--- src/core/msd_pkg.sv ---
// package of constants for the memory space decoder
package msd_pkg;
  // ****************************************
  // address map
  // ****************************************
  localparam logic [15:0] SRAM_LO      = 16'h0000;
  localparam logic [15:0] SRAM_HI      = 16'h1FFF;
  localparam logic [15:0] CTRL_LO      = 16'h2000;
  localparam logic [15:0] CTRL_HI      = 16'h20FF;
  localparam logic [15:0] SEC0_LO      = 16'h0000;
  localparam logic [15:0] SEC0_HI      = 16'h3FFF;
  localparam logic [15:0] SEC1_LO      = 16'h4000;
  localparam logic [15:0] SEC1_HI      = 16'h7FFF;
  localparam logic [15:0] UPPER_LO     = 16'h8000;
  localparam logic [15:0] UPPER_MID    = 16'hBFFF;
  localparam logic [15:0] UPPER_HI2    = 16'hC000;
  localparam logic [15:0] SEG_BASE     = 16'h8000;
  localparam int          SEG_SHIFT    = 13;
  localparam int          SECT_SHIFT   = 14;
  localparam int          NUM_SECT     = 8;
  localparam int          NUM_SEG      = 4;
  localparam int          NUM_SEG_MAP  = 3;
  localparam int          NUM_PAGES    = 3;
  // ****************************************
  // control register block offsets (low byte of address)
  // ****************************************
  localparam logic [7:0]  OFF_ROUTING  = 8'hE2;
  localparam logic [7:0]  OFF_PAGE     = 8'hE0;
  localparam logic [7:0]  OFF_STATUS   = 8'hE4;
  // ****************************************
  // routing register fields
  // ****************************************
  localparam int          RT_SRAM_PRG  = 0;
  localparam int          RT_SEC_PRG   = 1;
  localparam int          RT_MAIN_PRG  = 2;
  localparam int          RT_SEC_DAT   = 3;
  localparam int          RT_MAIN_DAT  = 4;
  localparam int          RT_PERIPHERAL_WINDOW_ENABLE    = 7;
  localparam logic [4:0]  RT_NV_DEFAULT = 5'h0C;
  localparam logic [7:0]  PAGE_RESET   = 8'h00;
  // ****************************************
  // peripheral window range
  // ****************************************
  localparam logic [15:0] PWIN_LO      = 16'h3000;
  localparam logic [15:0] PWIN_HI      = 16'h30FF;
  // bus cycle kinds
  typedef enum logic [1:0] {
    MSD_IDLE  = 2'b00,
    MSD_FETCH = 2'b01,
    MSD_DATA  = 2'b10
  } msd_cycle_t;
endpackage : msd_pkg

--- src/core/msd_decoder.sv ---
// memory space decoder top: selects, routing and page registers
//
// Local design decisions: the address-and-strobe port and the address map.
`timescale 1ns/100ps
// Overview of operation
// - main flash decoded as eight 16K sectors
// - secondary flash decoded as three 8K segments, fourth unmapped
// - sectors two to seven paged in upper program half
// - sectors zero and one in lower half, page ignored
// - secondary segments upper data half, sram and control lower
// - core internal registers are not external, sharing addresses is fine
// - sram 0000-1FFF, control block 2000-20FF, any page
// - sector one at 4000-7FFF, no page
// - sector pairs by page 0,1,2 at 8000-BFFF and C000-FFFF
// - segments zero to two at 8000, A000, C000, page ignored
// - routing register rewrite takes effect from the clock edge that samples it, for bus cycles after that edge
// - byte programming allowed, erase only per sector
// - routing bits: data main, data sec, fetch main, fetch sec, fetch sram
// - reset reloads routing bits from default, clears peripheral enable
// - secondary flash wins over main flash
// - sram, control, peripheral window win over flash
module msd_decoder (
  // clock and reset
  input  wire logic                   clk,
  input  wire logic                   reset,
  // core external bus
  input  wire logic [15:0]            addr,
  input  wire logic                   data_rd,
  input  wire logic                   data_wr,
  input  wire logic                   program_fetch_strobe,
  input  wire logic [7:0]             wdata,
  // nonvolatile routing default
  input  wire logic [4:0]             nv_routing,
  // register port
  input  wire logic [7:0]             reg_addr,
  input  wire logic [7:0]             reg_wdata,
  input  wire logic                   reg_wr,
  input  wire logic                   reg_rd,
  output      logic [7:0]             reg_rdata,
  // memory selects
  output      logic [7:0]             main_flash_sector_select,
  output      logic [3:0]             secondary_flash_segment_select,
  output      logic                   sram_select,
  output      logic                   ctrl_select,
  output      logic                   peripheral_window_select,
  // flash operation strobes and page register value
  output      logic                   flash_byte_program,
  output      logic                   flash_sector_erase,
  output      logic [7:0]             page_value
);
  import msd_pkg::*;

  // ****************************************
  // state
  // ****************************************
  typedef struct packed {
    logic [7:0] routing;
    logic [7:0] page;
    logic [7:0] rdata;
    logic [7:0] main_sel;
    logic [3:0] sec_sel;
    logic       sram_sel;
    logic       ctrl_sel;
    logic       pwin_sel;
    logic       prog;
    logic       erase;
    logic       wr_blocked;
    logic       nv_load;
  } msd_state_t;

  msd_state_t state;
  msd_state_t next_state;
  logic [7:0] main_hit;
  msd_cycle_t cyc;
  logic       hit_sram;
  logic       hit_ctrl;
  logic       hit_pwin;
  logic [3:0] hit_seg;
  logic       hi_prio;
  logic       sec_any;
  logic       main_ok;
  logic       sec_ok;

  msd_main_flash_dec u_main_dec (
    .addr (addr),
    .page (state.page),
    .hit  (main_hit)
  );

  // ****************************************
  // raw region decode
  // ****************************************
  // sram and control ranges
  assign hit_sram = (addr >= SRAM_LO) && (addr <= SRAM_HI);
  assign hit_ctrl = (addr >= CTRL_LO) && (addr <= CTRL_HI);
  assign hit_pwin = state.routing[RT_PERIPHERAL_WINDOW_ENABLE] && (addr >= PWIN_LO) && (addr <= PWIN_HI);
  genvar s;
  generate
    for (s = 0; s < NUM_SEG; s++) begin : g_seg
      if (s < NUM_SEG_MAP) begin : g_map
        assign hit_seg[s] = addr[15] && (addr[14:SEG_SHIFT] == 2'(s));
      end else begin : g_unmap
        // fourth segment kept unmapped in this map
        assign hit_seg[s] = 1'b0;
      end
    end
  endgenerate

  // classify the bus cycle
  always_comb begin
    if (program_fetch_strobe) begin
      cyc = MSD_FETCH;
    end else if (data_rd || data_wr) begin
      cyc = MSD_DATA;
    end else begin
      cyc = MSD_IDLE;
    end
  end

  always_comb begin
    main_ok = 1'b0;
    sec_ok  = 1'b0;
    case (cyc)
      MSD_FETCH: begin
        main_ok = state.routing[RT_MAIN_PRG];
        sec_ok  = state.routing[RT_SEC_PRG];
      end
      MSD_DATA: begin
        main_ok = state.routing[RT_MAIN_DAT];
        sec_ok  = state.routing[RT_SEC_DAT];
      end
      default: begin
        main_ok = 1'b0;
        sec_ok  = 1'b0;
      end
    endcase
  end

  // control block and sram are data space only, except sram fetch bit
  // lower half for sram and control, upper for segments
  assign hi_prio = (cyc == MSD_DATA && (hit_sram || hit_ctrl || hit_pwin))
                   || (cyc == MSD_FETCH && hit_sram && state.routing[RT_SRAM_PRG]);
  assign sec_any = sec_ok && (|hit_seg);

  // ****************************************
  // next state
  // ****************************************
  always_comb begin
    next_state = state;
    next_state.nv_load = 1'b0;
    // first cycle after reset loads default routing
    if (state.nv_load) begin
      next_state.routing = {3'b000, nv_routing};
    end
    if (reg_wr && reg_addr == OFF_PAGE) begin
      next_state.page = reg_wdata;
    end
    if (reg_wr && reg_addr == OFF_ROUTING) begin
      next_state.routing = reg_wdata & 8'h9F;
    end
    // register read data, valid the cycle after the strobe
    if (reg_rd) begin
      case (reg_addr)
        OFF_ROUTING: next_state.rdata = state.routing;
        OFF_PAGE:    next_state.rdata = state.page;
        OFF_STATUS:  next_state.rdata = {7'h00, state.wr_blocked};
        default:     next_state.rdata = 8'h00;
      endcase
    end else begin
      next_state.rdata = 8'h00;
    end
    // sram, control and window beat flash
    next_state.sram_sel = hit_sram && (cyc == MSD_DATA
                          || (cyc == MSD_FETCH && state.routing[RT_SRAM_PRG]));
    next_state.ctrl_sel = hit_ctrl && (cyc == MSD_DATA);
    next_state.pwin_sel = hit_pwin && (cyc == MSD_DATA);
    next_state.sec_sel  = (hi_prio || !sec_ok) ? 4'h0 : hit_seg;
    next_state.main_sel = (hi_prio || sec_any || !main_ok) ? 8'h00 : main_hit;
    // byte program on data write, sector erase via command data
    // writes during fetch are never routed to flash
    next_state.prog  = 1'b0;
    next_state.erase = 1'b0;
    if (data_wr && cyc == MSD_DATA && !hi_prio && ((sec_any) || (main_ok && |main_hit))) begin
      next_state.prog  = (wdata != 8'h30);
      next_state.erase = (wdata == 8'h30);
    end
    // sticky note of an upper-half write that found no routed flash
    if (data_wr && cyc == MSD_DATA && !hi_prio && !sec_any && !(main_ok && |main_hit)
        && addr[15]) begin
      next_state.wr_blocked = 1'b1;
    end else if (reg_wr && reg_addr == OFF_STATUS) begin
      next_state.wr_blocked = 1'b0;
    end
  end

  // ****************************************
  // registers
  // ****************************************
  // reset clears peripheral enable, arms default load
  always_ff @(posedge clk or posedge reset) begin
    if (reset) begin
      state         <= '0;
      state.page    <= PAGE_RESET;
      state.routing <= {3'b000, RT_NV_DEFAULT};
      state.nv_load <= 1'b1;
    end else begin
      state <= next_state;
    end
  end

  // outputs straight from flip-flops
  assign reg_rdata                      = state.rdata;
  assign main_flash_sector_select       = state.main_sel;
  assign secondary_flash_segment_select = state.sec_sel;
  assign sram_select                    = state.sram_sel;
  assign ctrl_select                    = state.ctrl_sel;
  assign peripheral_window_select       = state.pwin_sel;
  assign flash_byte_program             = state.prog;
  assign flash_sector_erase             = state.erase;
  assign page_value                     = state.page;
endmodule : msd_decoder

--- src/core/msd_main_flash_dec.sv ---
// per-sector main flash select decode
`timescale 1ns/100ps
module msd_main_flash_dec (
  // address and page
  input  wire logic [15:0] addr,
  input  wire logic [7:0]  page,
  // raw sector hits
  output      logic [7:0]  hit
);
  import msd_pkg::*;
  genvar g;
  // ****************************************
  // one decoder per sector
  // ****************************************
  generate
    for (g = 0; g < msd_pkg::NUM_SECT; g++) begin : g_sect
      if (g < 2) begin : g_common
        assign hit[g] = (addr[15:SECT_SHIFT] == 2'(g));
      end else begin : g_paged
        assign hit[g] = (page == 8'((g - 2) / 2)) && addr[15]
                        && (addr[SECT_SHIFT] == 1'((g - 2) % 2));
      end
    end
  endgenerate
endmodule : msd_main_flash_dec

--- config.mk ---
export PLATFORM = sky130hd
export DESIGN_NAME = msd_decoder
export DESIGN_NICKNAME = d
export VERILOG_FILES = /design/src/core/msd_pkg.sv /design/src/core/msd_decoder.sv /design/src/core/msd_main_flash_dec.sv
export SDC_FILE = /design/constraint.sdc
export NUM_CORES = 1
export LEC_CHECK = 0
export BUFFER_PORTS_ARGS = -buffer_cell sky130_fd_sc_hd__buf_2
export CAP_MARGIN = 10
export CORE_ASPECT_RATIO = 0.8
export CORE_MARGIN = 10
export CORE_UTILIZATION = 49
export CTS_BUF_LIST = sky130_fd_sc_hd__clkbuf_4 sky130_fd_sc_hd__clkbuf_8
export DETAILED_ROUTE_END_ITERATION = 10
export PLACE_DENSITY = 0.82
export SETUP_SLACK_MARGIN = 0.02
export SYNTH_ARGS = -nofsm -noshare
export SYNTH_HDL_FRONTEND = slang
export SYNTH_SLANG_ARGS = --single-unit
--- constraint.sdc ---
create_clock -name clk -period 2.4 [get_ports clk]
set_clock_uncertainty 0.15 [all_clocks]
set_input_delay 0.24 -clock clk [delete_from_list [all_inputs] [get_ports clk]]
set_output_delay 0.24 -clock clk [all_outputs]
set_load 0.01 [all_outputs]
## Yosys cells after proc, flatten, opt, wreduce, memory -nomap -nowiden

Cells that the tools add are included.

| word-level totals | value |
|---|---|
| bits in registers | 42 |
| input port bits | 52 |
| word-level logic and storage cells | 99 |

| operators by class | value |
|---|---|
| magnitude comparators | 6 |
| equal/unequal tests | 12 |
| multiplexer cells | 13 |
| bitwise logic cells | 1 |
| reduce and logical (&&, ||, !) cells | 55 |

Operators with widths:

| cell | number |
|---|---|
| $logic_and 1x1->1 | 34 |
| $ge 16x14->1 const B | 2 |
| $le 16x14->1 const B | 2 |
| $mux 8 | 4 |
| $eq 8x8->1 const B | 3 |
| $pmux 8 s3 | 1 |
| $ge 16x1->1 const B | 1 |
| $le 16x13->1 const B | 1 |
| $logic_or 1x1->1 | 9 |
| $eq 8x1->1 const B | 1 |
| $eq 8x2->1 const B | 1 |
| $eq 8x6->1 const B | 1 |
| $logic_not 8->1 | 1 |
| $ne 8x6->1 const B | 1 |
| $reduce_or 8->1 | 1 |
| $eq 2x1->1 const B | 3 |
| $mux 2 | 3 |
| $logic_not 1->1 | 5 |
| $eq 2x2->1 const B | 2 |
| $logic_not 2->1 | 2 |
| $pmux 1 s2 | 2 |
| $reduce_bool 2->1 | 2 |
| $mux 3 | 1 |
| $reduce_or 3->1 | 1 |
| other kinds (2) | 3 |

## Logic depth before layout (Yosys ltp)

Gate-level depths: netlist of the first run.

| logic depth | value |
|---|---|
| depth in word-level cells | 13 |
| mapped depth | 6 |
| mapped depth without buffers | 4 |

## By module

A second synthesis of the first run with hierarchy kept.

| unflattened totals | value |
|---|---|
| cells, all modules | 198 |
| area, all modules | 2057.0 sq um |

Modules (own cells, without submodules):

| module | times used | cells each | area an instance (sq um) |
|---|---|---|---|
| msd_decoder | 1 | 183 | 1969.4 |
| msd_main_flash_dec | 1 | 15 | 87.6 |

## Worst setup path before layout of the first run

Ideal clock, no wire load.

| path | value |
|---|---|
| path kind | register to register |
| from | reg page_value[6] (netlist name) |
| to | reg state[1] (netlist bit) |
| arrival time | 1.459 ns |
| data required time | 2.129 ns |
| path slack | 0.670 ns |
| cell stages (with the launch flop) | 4 |
| buffers on the path | 0 |
| clock period less this slack | 1.730 ns |
| cell sequence | dfrtp_1 > or4_4 > o311a_1 > a22o_1 |

| between the ends | value |
|---|---|
| cells in the longest elaborated chain, start to end | 9 |
| elaborated cells between the ends (all ways) | 19 |
| those cells by class | eq/ne (2); mux (1); reduce/logical (16) |

Ends and longest elaborated chain:

| item | line | source |
|---|---|---|
| $eq 8x1->1, or another cell as far along | msd_main_flash_dec.sv:20 | `assign hit[g] = (page == 8'((g - 2) / 2)) && addr[15]` |
| $logic_and 1x1->1 | msd_main_flash_dec.sv:20 |  |
| $logic_and 1x1->1 | msd_main_flash_dec.sv:21 | `&& (addr[SECT_SHIFT] == 1'((g - 2) % 2));` |
| $reduce_or 8->1 (*) | msd_decoder.sv:188 | `if (data_wr && cyc == MSD_DATA && !hi_prio && !sec_any && !(main_ok && \|main_hit)` |
| $logic_and 1x1->1 (*) | msd_decoder.sv:188 |  |
| $logic_not 1->1 (*) | msd_decoder.sv:188 |  |
| $logic_and 1x1->1 (*) | msd_decoder.sv:188 |  |
| $logic_and 1x1->1 (*) | msd_decoder.sv:189 | `&& addr[15]) begin` |
| $mux 1 / $reduce_bool 2->1 (equally long branches) | n/a |  |
| end signal, assigned | msd_decoder.sv:207 | `state <= next_state;` |
| end, declared | msd_decoder.sv:71 | `msd_state_t state;` |

Every way passes the cells marked *; elsewhere a longest branch is shown, timed or not.
A chain may end at the register's enable or synchronous reset.

==> results.yml, run 1 <==
grt:
  overflow: 0
  grt_max_degree: 41
  track_usage: 0.134
  grt_pass1_wl_mm: 7.62
  antenna_found_initial: 0
  grt_pass1_vias: 1563
timing:
  clock.fmax_mhz: 546
  drv_slew: 0
  layout_min_cycle_time_ns: 1.83
  setup_viol: 0
  rsz0062_at_grt: "no"
  post-route-period-util: 0.763
  setup-tns-final_ns: 0
  hold_viol: 0
  hold_ws_ns: 0.00957
synth:
  synthesis.instances: 187
  synth_top_cells_by_area: "dfrtp_1, buf_4, mux2i_1"
  synth_top_area_frac: 0.463
  synth-edff-count: 0
  yosysWarnings: 0
  synthTopCellsByCount: "dfrtp_1, buf_4, nand2_1, nor2_1, o21ai_0"
  synth_area_mm2: 0.00200
  postSynthAreaPerCell_um2: 10.7
  yosysSeqAreaShare: 0.502
  synth_most_common_cell: "dfrtp_1"
  synth_top_area_cell: "dfrtp_1"
  synthFlopType: "dfrtp_1"
  async_reset_ff_frac: 1.00
  ys_ff_latch: 40
  synthDistinctLibCells: 47
worst_setup_path:
  cp_max_fo: 6
  critPathKind: "flip-flop to flip-flop"
  crit_path_end: "main_flash_sector_select[4]"
  crit_path_start_kind: "flip-flop"
  r2r_cells: 4
  crit_required_ns: 2.43
  ff2ff_setup_slack_ns: 0.57
  reg2reg_to: "main_flash_sector_select[4]"
  startpoint: "page_value[6]"
  endpoint_kind: "flip-flop"
  arrival_ns: 1.86
  rr_startpoint: "page_value[6]"
power_and_ir_drop:
  swShare: 0.229
  seqPwrFrac: 0.486
  p_per_area_mw_per_mm2: 629
  vdd_drop_max_uv: 424
  p_sw_w: 0.000342
  fin_total_pwr_w: 0.00149
  power_frac_comb: 0.119
  p_leak_nw: 1.24
  clkPwrFrac: 0.395
  internal_power_w: 0.00115
cells_and_area:
  antenna-diode-count: 0
  drive_gt1_frac: 0.438
  areaGrowthSynthToFinish_pct: 18.5
  fin_nets: 291
  final_util: 0.612
  stdcell_count: 295
clocking:
  postCtsResizedCells: 0
  cts_tree: "yes"
  numCtsBuffers: 5
  htreeDepth: 2
  cts.sinks: 40
  clockBufferDepth: 2
  clk_latency_ns: 0.29
  root_buffer: "clkbuf_8"
  clk_pin_slew_ns: 0.08
routing:
  antenna_left: 0
  drc: 0
  wl_per_cell_um: 15.7
  via_per_inst: 5.02
  wirelength_mm: 4.64
  drt_pass1_iterations: 4
  drt_iter0_drc: 104
  vias: 1481
die:
  dieArea_mm2: 0.00706
  initial_core_util: 0.516
  io_pins: 85
  num_rows: 20
  core_area_mm2: 0.00388
  die_w_um: 91.5
  die_height_um: 77.2
place:
  place_hpwl_mm: 3.68
  gp_congestion: 0.828
  port_buffers: 75
  dp.cells: 285
hold_path:
  hp-class: "input pin to flip-flop"
  whs_path_depth: 3
run_status:
  status: "completed"
job:
  max-cap-violations: 0
-- area by class of cell --
type	instances	area [um2]
Sequential cell	40	1000
Tap cell	55	68.8
Clock inverter	1	30.0
Inverter	5	18.8
Timing Repair Buffer	80	418
Clock buffer	7	96.3
Multi-Input combinational cell	107	736
Fill cell	336	1510
-- critical path: stages (launching register included) --
cell,delay [ns]
dfrtp_1,0.40
or4_4,0.57
nor3_2,0.17
nand2_2,0.13
nor4b_1,0.30
-- cell usage in the layout, fill, tap and decap left out, types with 2 or more instances in the layout --
master | synthesis | final
nor2_1 | 12 | 12
nand4b_1 | 2 | 2
mux2i_1 | 11 | 11
mux2_2 | 8 | 8
clkbuf_8 | 0 | 7
dfrtp_1 | 37 | 37
inv_1 | 5 | 5
conb_1 | 1 | 2
nor2b_1 | 2 | 2
nor3_1 | 6 | 6
buf_2 | 5 | 75
buf_4 | 28 | 3
dlygate4sd3_1 | 0 | 2
nor4b_1 | 4 | 4
nand2b_1 | 2 | 2
o21ai_0 | 12 | 12
dfstp_2 | 3 | 3
o31ai_1 | 2 | 2
nand2_1 | 12 | 12
nor4_1 | 5 | 5
-- power by group through the flow --
| stage | sequential [W] | combinational [W] | clock (W) |
|---|---|---|---|
| 5_1_grt | 0.000729 | 0.000199 | 0.000630 |
| 2_1_floorplan | 0.000727 | 0.000122 | 0 |
| 3_5_place_dp | 0.000738 | 0.000175 | 0 |
| 6_report | 0.000725 | 0.000177 | 0.000589 |
| 3_3_place_gp | 0.000737 | 0.000169 | 0 |
| 4_1_cts | 0.000725 | 0.000179 | 0.000606 |
-- flip-flops by register name, indices dropped and copies added (netlist names) --
signal                          flops
main_flash_sector_select            8
page_value                          8
reg_rdata                           8
state                               8
secondary_flash_segment_select      3
ctrl_select                         1
flash_byte_program                  1
flash_sector_erase                  1
peripheral_window_select            1
sram_select                         1
-- through the flow --
stage	area, um2	setup slack [ns]
2_1_floorplan	2010	0.670
3_3_place_gp	2230	0.571
3_5_place_dp	2230	0.545
4_1_cts	2370	0.572
5_1_grt	2370	0.419
6_report	2370	0.568
-- timing repair --
item	in CTS	in global routing
hold endpoints to repair	38	0
hold buffers	2	0
buffers inserted	0	0
-- worst min path at each step --
stage	slack, ns	endpoint	startpoint
3_3_place_gp	0.23	reg_rdata[3]	reset
5_1_grt	0.02	page_value[6]	reg_wdata[6]
3_5_place_dp	0.23	main_flash_sector_select[6]	reset
2_1_floorplan	0.16	ctrl_select	addr[12]
4_1_cts	0.002	state[42]	reg_wdata[7]
6_report	0.01	state[38]	reg_wdata[3]
-- routing by layer --
metal,up-vias,share of wire,global-route usage
met5,-,0,0
met3,5,0.090,0.0535
met1,694,0.42,0.155
li1,727,-,-
met4,0,0.010,0.0469
met2,55,0.48,0.218
-- cell families (layout without fill, tap and decap cells) --
kind of cell / count (synthesis) / count (layout) / synth area share
buf+inv: 41 / 93 / 0.132
other cells: 1 / 2 / 0.00187
compound gates: 24 / 24 / 0.0794
flops: 40 / 40 / 0.502
mux: 19 / 19 / 0.100
simple gates: 62 / 62 / 0.184
Power figures use the tool's default switching activity.
==> run 2: changes to the inputs <==
--- a/config.mk
+++ b/config.mk
@@ -5,14 +5,15 @@
 export SDC_FILE = /design/constraint.sdc
 export NUM_CORES = 1
 export LEC_CHECK = 0
+export ABC_AREA = 1
 export BUFFER_PORTS_ARGS = -buffer_cell sky130_fd_sc_hd__buf_2
 export CAP_MARGIN = 10
 export CORE_ASPECT_RATIO = 0.8
 export CORE_MARGIN = 10
-export CORE_UTILIZATION = 49
+export CORE_UTILIZATION = 45
 export CTS_BUF_LIST = sky130_fd_sc_hd__clkbuf_4 sky130_fd_sc_hd__clkbuf_8
 export DETAILED_ROUTE_END_ITERATION = 10
-export PLACE_DENSITY = 0.82
+export PLACE_DENSITY = 0.78
 export SETUP_SLACK_MARGIN = 0.02
 export SYNTH_ARGS = -nofsm -noshare
 export SYNTH_HDL_FRONTEND = slang
==> constraint.sdc (replaced) <==
create_clock -name clk -period 1.5 [get_ports clk]
set_clock_uncertainty 0.15 [all_clocks]
set_input_delay 0.15 -clock clk [delete_from_list [all_inputs] [get_ports clk]]
set_output_delay 0.15 -clock clk [all_outputs]
set_load 0.01 [all_outputs]
==> run 2 against run 1 <==
Global-route usage up 0.20 points; critical path depth up 5; sequential power up 59%; sequential share of layout area down 5.1 points; highest routed layer unchanged; final cell count up 33%; power up 51%; critical path type unchanged; wire length up 13%; clock power up 28%; non-clock buffer count up 20.
==> results.yml, run 2 <==
die:
  dieArea_mm2: 0.00791
  initial_core_util: 0.464
  die_height_um: 81.6
  core_area_mm2: 0.00460
  num_rows: 22
  io_pins: 85
  die_w_um: 97.0
grt:
  grt_pass1_vias: 1919
  grt.met2_usage: 0.223
  busiest_layer: "met2"
  grt_pass1_wl_mm: 8.93
  grtUsageMet3: 0.0495
  overflow: 0
  track_usage: 0.136
  antenna_found_initial: 0
  met1_usage: 0.167
  grt_max_degree: 41
power_and_ir_drop:
  clkPwrFrac: 0.336
  p_per_area_mw_per_mm2: 833
  p_leak_nw: 1.53
  vdd_drop_max_uv: 557
  swShare: 0.268
  seqPwrFrac: 0.509
  power_frac_comb: 0.155
  p_sw_w: 0.000604
  internal_power_w: 0.00165
timing:
  drv_slew: 0
  hold_ws_ns: 0.00327
  clock.fmax_mhz: 718
  rsz0062_at_grt: "yes"
  layout_min_cycle_time_ns: 1.39
  setup-tns-final_ns: 0
  setup_viol: 0
  post-route-period-util: 0.928
  hold_viol: 0
place:
  place_hpwl_mm: 3.95
  gp_congestion: 0.864
  port_buffers: 75
cells_and_area:
  antenna-diode-count: 0
  mostFrequentLayoutCell: "buf_2"
  fin_nets: 384
  areaGrowthSynthToFinish_pct: 26.6
  mostFrequentLayoutCells: "buf_2, nand2_1, dfrtp_1"
  drive_gt1_frac: 0.366
synth:
  synth_most_common_cell: "nand2_1"
  yosysSeqAreaShare: 0.471
  synth_top_area_cell: "dfrtp_1"
  ys_ff_latch: 40
  synth_area_mm2: 0.00213
  synthFlopType: "dfrtp_1"
  synthesis.instances: 256
  postSynthAreaPerCell_um2: 8.33
  synthTopCellsByCount: "nand2_1, dfrtp_1, buf_4, nor2_1, nand3_1"
  yosysWarnings: 0
  synthDistinctLibCells: 27
  async_reset_ff_frac: 1.00
  synth-edff-count: 0
  synth_top_cells_by_area: "dfrtp_1, buf_4, nand2_1"
  synth_top_area_frac: 0.434
routing:
  drt_pass1_iterations: 4
  antenna_left: 0
  via_per_inst: 4.63
  wl_per_cell_um: 13.3
  drc: 0
  vias: 1818
  wirelength_mm: 5.23
  drt_iter0_drc: 117
clocking:
  numCtsBuffers: 5
  root_buffer: "clkbuf_8"
  cts_tree: "yes"
  clk_pin_slew_ns: 0.08
  clockBufferDepth: 2
  clk_latency_ns: 0.30
  htreeDepth: 2
  cts.sinks: 40
worst_setup_path:
  endpoint_kind: "flip-flop"
  crit_required_ns: 1.58
  critPathKind: "flip-flop to flip-flop"
  cp_max_fo: 5
  arrival_ns: 1.47
  crit_path_start_kind: "flip-flop"
run_status:
  status: "completed"
hold_path:
  hp-class: "input pin to flip-flop"
job:
  max-cap-violations: 0
run 2: cell count changes after synthesis, sizes merged, moves of 6 or more:
cell,change
o21ai,-6
nor2,+20
nand2,+48
nand3,+29
mux2,-8
mux2i,-11
o211ai,+6
inv,+29
run 2: area by class of cell:
class | count | area [um2]
fill | 400 | 1900
sequential | 40 | 1000
multi-input combinational | 151 | 779
timing repair buffer | 100 | 616
inverter | 34 | 128
clock buffer | 6 | 82.6
tap | 60 | 75.1
clock inverter | 2 | 15.0
run 2: final timing paths:
path	from	end	slack [ns]	cells past startpoint
setup / recovery	page_value[0]	flash_byte_program	0.11	9
hold / removal	reg_rd	reg_rdata[6]	0.003	3
setup reg to reg	page_value[0]	flash_byte_program	0.11	9
hold reg to reg	page_value[5]	page_value[5]	0.36	2
max in group asynchronous	reset	state[37]	0.64	4
min in group asynchronous	reset	page_value[0]	0.29	4
run 2: per-stage QoR:
| step | power, W | setup WS [ns] | utilization | instance area [um2] | instances |
|---|---|---|---|---|---|
| finish | 0.00225 | 0.108 | 0.587 | 2700 | 393 |
| global route | 0.00236 | 0.00658 | 0.587 | 2700 | 393 |
| CTS | 0.00225 | 0.0325 | 0.578 | 2660 | 390 |
| detailed placement | 0.00147 | 0.0505 | 0.522 | 2400 | 366 |
| global placement | 0.00146 | 0.0960 | 0.522 | 2400 | 366 |
| floorplan | 0.00135 | 0.241 | - | 2140 | 257 |
run 2: cell families after synthesis:
kind of cell | synth area share
flops | 0.471
simple gates | 0.287
compound gates | 0.0657
other cells | 0.00176
buf+inv | 0.175
run 2: power by group through the flow:
stage	sequential, W	combinational (W)	clock [W]
2_1_floorplan	0.00116	0.000196	0
6_report	0.00115	0.000350	0.000755
4_1_cts	0.00114	0.000337	0.000765
3_5_place_dp	0.00117	0.000304	0
5_1_grt	0.00115	0.000396	0.000817
3_3_place_gp	0.00116	0.000296	0
run 2: repair_timing:
item | CTS | global route
buffers inserted | 0 | 3
setup endpoints to repair | 0 | 11
endpoints found under the hold margin | 56 | 0
gates resized for setup | 0 | 6
hold buffers | 16 | 0
run 2: critical path, cell delays in order (launching register included):
cell and delay (ns):
dfrtp_1 0.44, inv_2 0.09, nand2_1 0.05, nor2_1 0.09
nand2_1 0.08, nand3_1 0.07, nand2_1 0.07, nand2_1 0.08
nand3_2 0.08, nor2_1 0.10
run 2: metal layers:
layer	up-vias	share of wire
met5	-	0
met4	0	0.0086
met3	7	0.066
met2	61	0.45
met1	823	0.48
li1	927	-
==> run 3: changes to the inputs <==
--- a/config.mk
+++ b/config.mk
@@ -5,12 +5,11 @@
 export SDC_FILE = /design/constraint.sdc
 export NUM_CORES = 1
 export LEC_CHECK = 0
-export ABC_AREA = 1
 export BUFFER_PORTS_ARGS = -buffer_cell sky130_fd_sc_hd__buf_2
 export CAP_MARGIN = 10
 export CORE_ASPECT_RATIO = 0.8
 export CORE_MARGIN = 10
-export CORE_UTILIZATION = 45
+export CORE_UTILIZATION = 44
 export CTS_BUF_LIST = sky130_fd_sc_hd__clkbuf_4 sky130_fd_sc_hd__clkbuf_8
 export DETAILED_ROUTE_END_ITERATION = 10
 export PLACE_DENSITY = 0.78
==> constraint.sdc (replaced) <==
create_clock -name clk -period 1.5 [get_ports clk]
set_clock_uncertainty 0.15 [all_clocks]
set_input_delay 0.15 -clock clk [delete_from_list [all_inputs] [get_ports clk]]
set_output_delay 0.15 -clock clk [all_outputs]
set_load 0.1 [all_outputs]
==> run 3 against run 2 <==
The flow now finishes with violations (negative setup slack); flip-flop and latch count unchanged; sequential power about the same; register-to-register slack worse by 0.36 ns; final area up 8.4%; wire length up 5.0%; count of clock-buffer cells in the layout unchanged.
==> results.yml, run 3 (synthesized netlist as in run 1, its figures left out) <==
run_status:
  status: "finished, violations left"
  violations: "negative setup slack"
place:
  postPlaceCellArea_mm2: 0.00261
  place_hpwl_mm: 4.21
  gp_congestion: 0.800
  port_buffers: 75
  place_ws_ns: -0.241
cells_and_area:
  mostFrequentLayoutCell: "buf_2"
  fin_nets: 334
  drive_gt1_frac: 0.505
  areaGrowthSynthToFinish_pct: 46.2
  fin_area_mm2: 0.00293
  mostFrequentLayoutCells: "buf_2, dfrtp_1, buf_4"
  antenna-diode-count: 0
grt:
  antenna_found_initial: 0
  overflow: 0
  track_usage: 0.149
  grt_pass1_wl_mm: 8.94
  grt_max_degree: 41
  grt_pass1_vias: 1851
power_and_ir_drop:
  p_leak_nw: 1.48
  p_per_area_mw_per_mm2: 857
  fin_total_pwr_w: 0.00251
  vdd_drop_max_uv: 452
worst_setup_path:
  crit_path_start_kind: "flip-flop"
  cp_max_fo: 6
  worst-path-buf-inv: 0
  arrival_ns: 1.82
  critPathKind: "flip-flop to flip-flop"
  critPathSlowestCell: "or4_4"
  endpoint_kind: "flip-flop"
  slowest_delay_ns: 0.56
  crit_chain: "or4_4, nor3_4, nand2_4, and4bb_2"
  crit_required_ns: 1.57
  path_delay_family: "simple AND/OR/NAND/NOR gates"
clocking:
  clk_latency_ns: 0.29
  cts.sinks: 40
  clockBufferDepth: 2
  cts_tree: "yes"
  clk_pin_slew_ns: 0.07
  root_buffer: "clkbuf_8"
  htreeDepth: 2
  numCtsBuffers: 5
die:
  io_pins: 85
  die_height_um: 80.3
  die_w_um: 95.4
  dieArea_mm2: 0.00766
  num_rows: 21
  core_area_mm2: 0.00428
  initial_core_util: 0.467
routing:
  drt_iter0_drc: 96
  drc: 0
  drt_pass1_iterations: 4
  wl_per_cell_um: 16.2
  via_per_inst: 4.94
  wirelength_mm: 5.49
  vias: 1681
  antenna_left: 0
timing:
  layout_min_cycle_time_ns: 1.75
  post-route-period-util: 1.17
  setup_viol: 9
  hold_viol: 0
  clock.fmax_mhz: 572
  drv_slew: 0
  setup_slack_ns: -0.248
  rsz0062_at_grt: "yes"
hold_path:
  hp-class: "input pin to flip-flop"
job:
  max-cap-violations: 0
-- run 3: metrics by stage --
step,TNS [ns],cells,hold slack [ns],util
floorplan,-1.01,188,0.0664,-
global placement,-3.30,314,0.0631,0.609
detailed placement,-4.06,314,0.0759,0.609
CTS,-1.88,340,0.00285,0.678
global route,-2.42,340,0.0180,0.683
finish,-1.69,340,0.0124,0.683
-- run 3: path summary, 6_finish.rpt --
| kind | startpoint | end | slack, ns | cells after the start |
|---|---|---|---|---|
| worst max-delay path | page_value[3] | main_flash_sector_select[6] | -0.25 | 4 |
| worst min-delay path | addr[13] | secondary_flash_segment_select[2] | 0.01 | 3 |
| worst min register to register | state[1] | state[1] | 0.37 | 1 |
| min in group asynchronous | reset | reg_rdata[1] | 0.31 | 4 |
| max in group asynchronous | reset | state[38] | 0.63 | 4 |
| worst max register to register | page_value[3] | main_flash_sector_select[6] | -0.25 | 4 |
-- run 3: area by class of cell --
class	count	area (um2)
inverter	5	18.8
clock inverter	2	10.0
clock buffer	6	82.6
fill	321	1360
sequential	40	1000
tap	57	71.3
timing repair buffer	123	913
multi-input combinational	107	826
-- run 3: worst reg2reg max path: cells and delay by family (launching register included) --
kind | cells | cell delay [ns]
flops | 1 | 0.38
simple gates | 4 | 1.16
-- run 3: layer usage --
layer,vias up,GRT usage,share of wire,wire length [um]
li1,815,-,-,-
met1,815,0.176,0.41,2230
met2,44,0.250,0.51,2820
met3,7,0.0437,0.061,336
met4,0,0.0544,0.019,105
met5,-,0,0,0
-- run 3: timing repair --
| item | 4_1_cts | 5_1_grt |
|---|---|---|
| hold endpoints to repair | 60 | 0 |
| gates cloned | 0 | 0 |
| pin swaps | 3 | 3 |
| setup endpoints to repair | 11 | 12 |
| setup buffers | 0 | 0 |
| resized for setup | 6 | 8 |
| hold buffers | 18 | 0 |
-- run 3: report_power, final --
part	internal (W)	switching, W	leakage [nW]
Combinational	0.000260	0.000371	0.898
Clock	0.000367	0.000363	0.0510
Sequential	0.00112	0.0000248	0.533
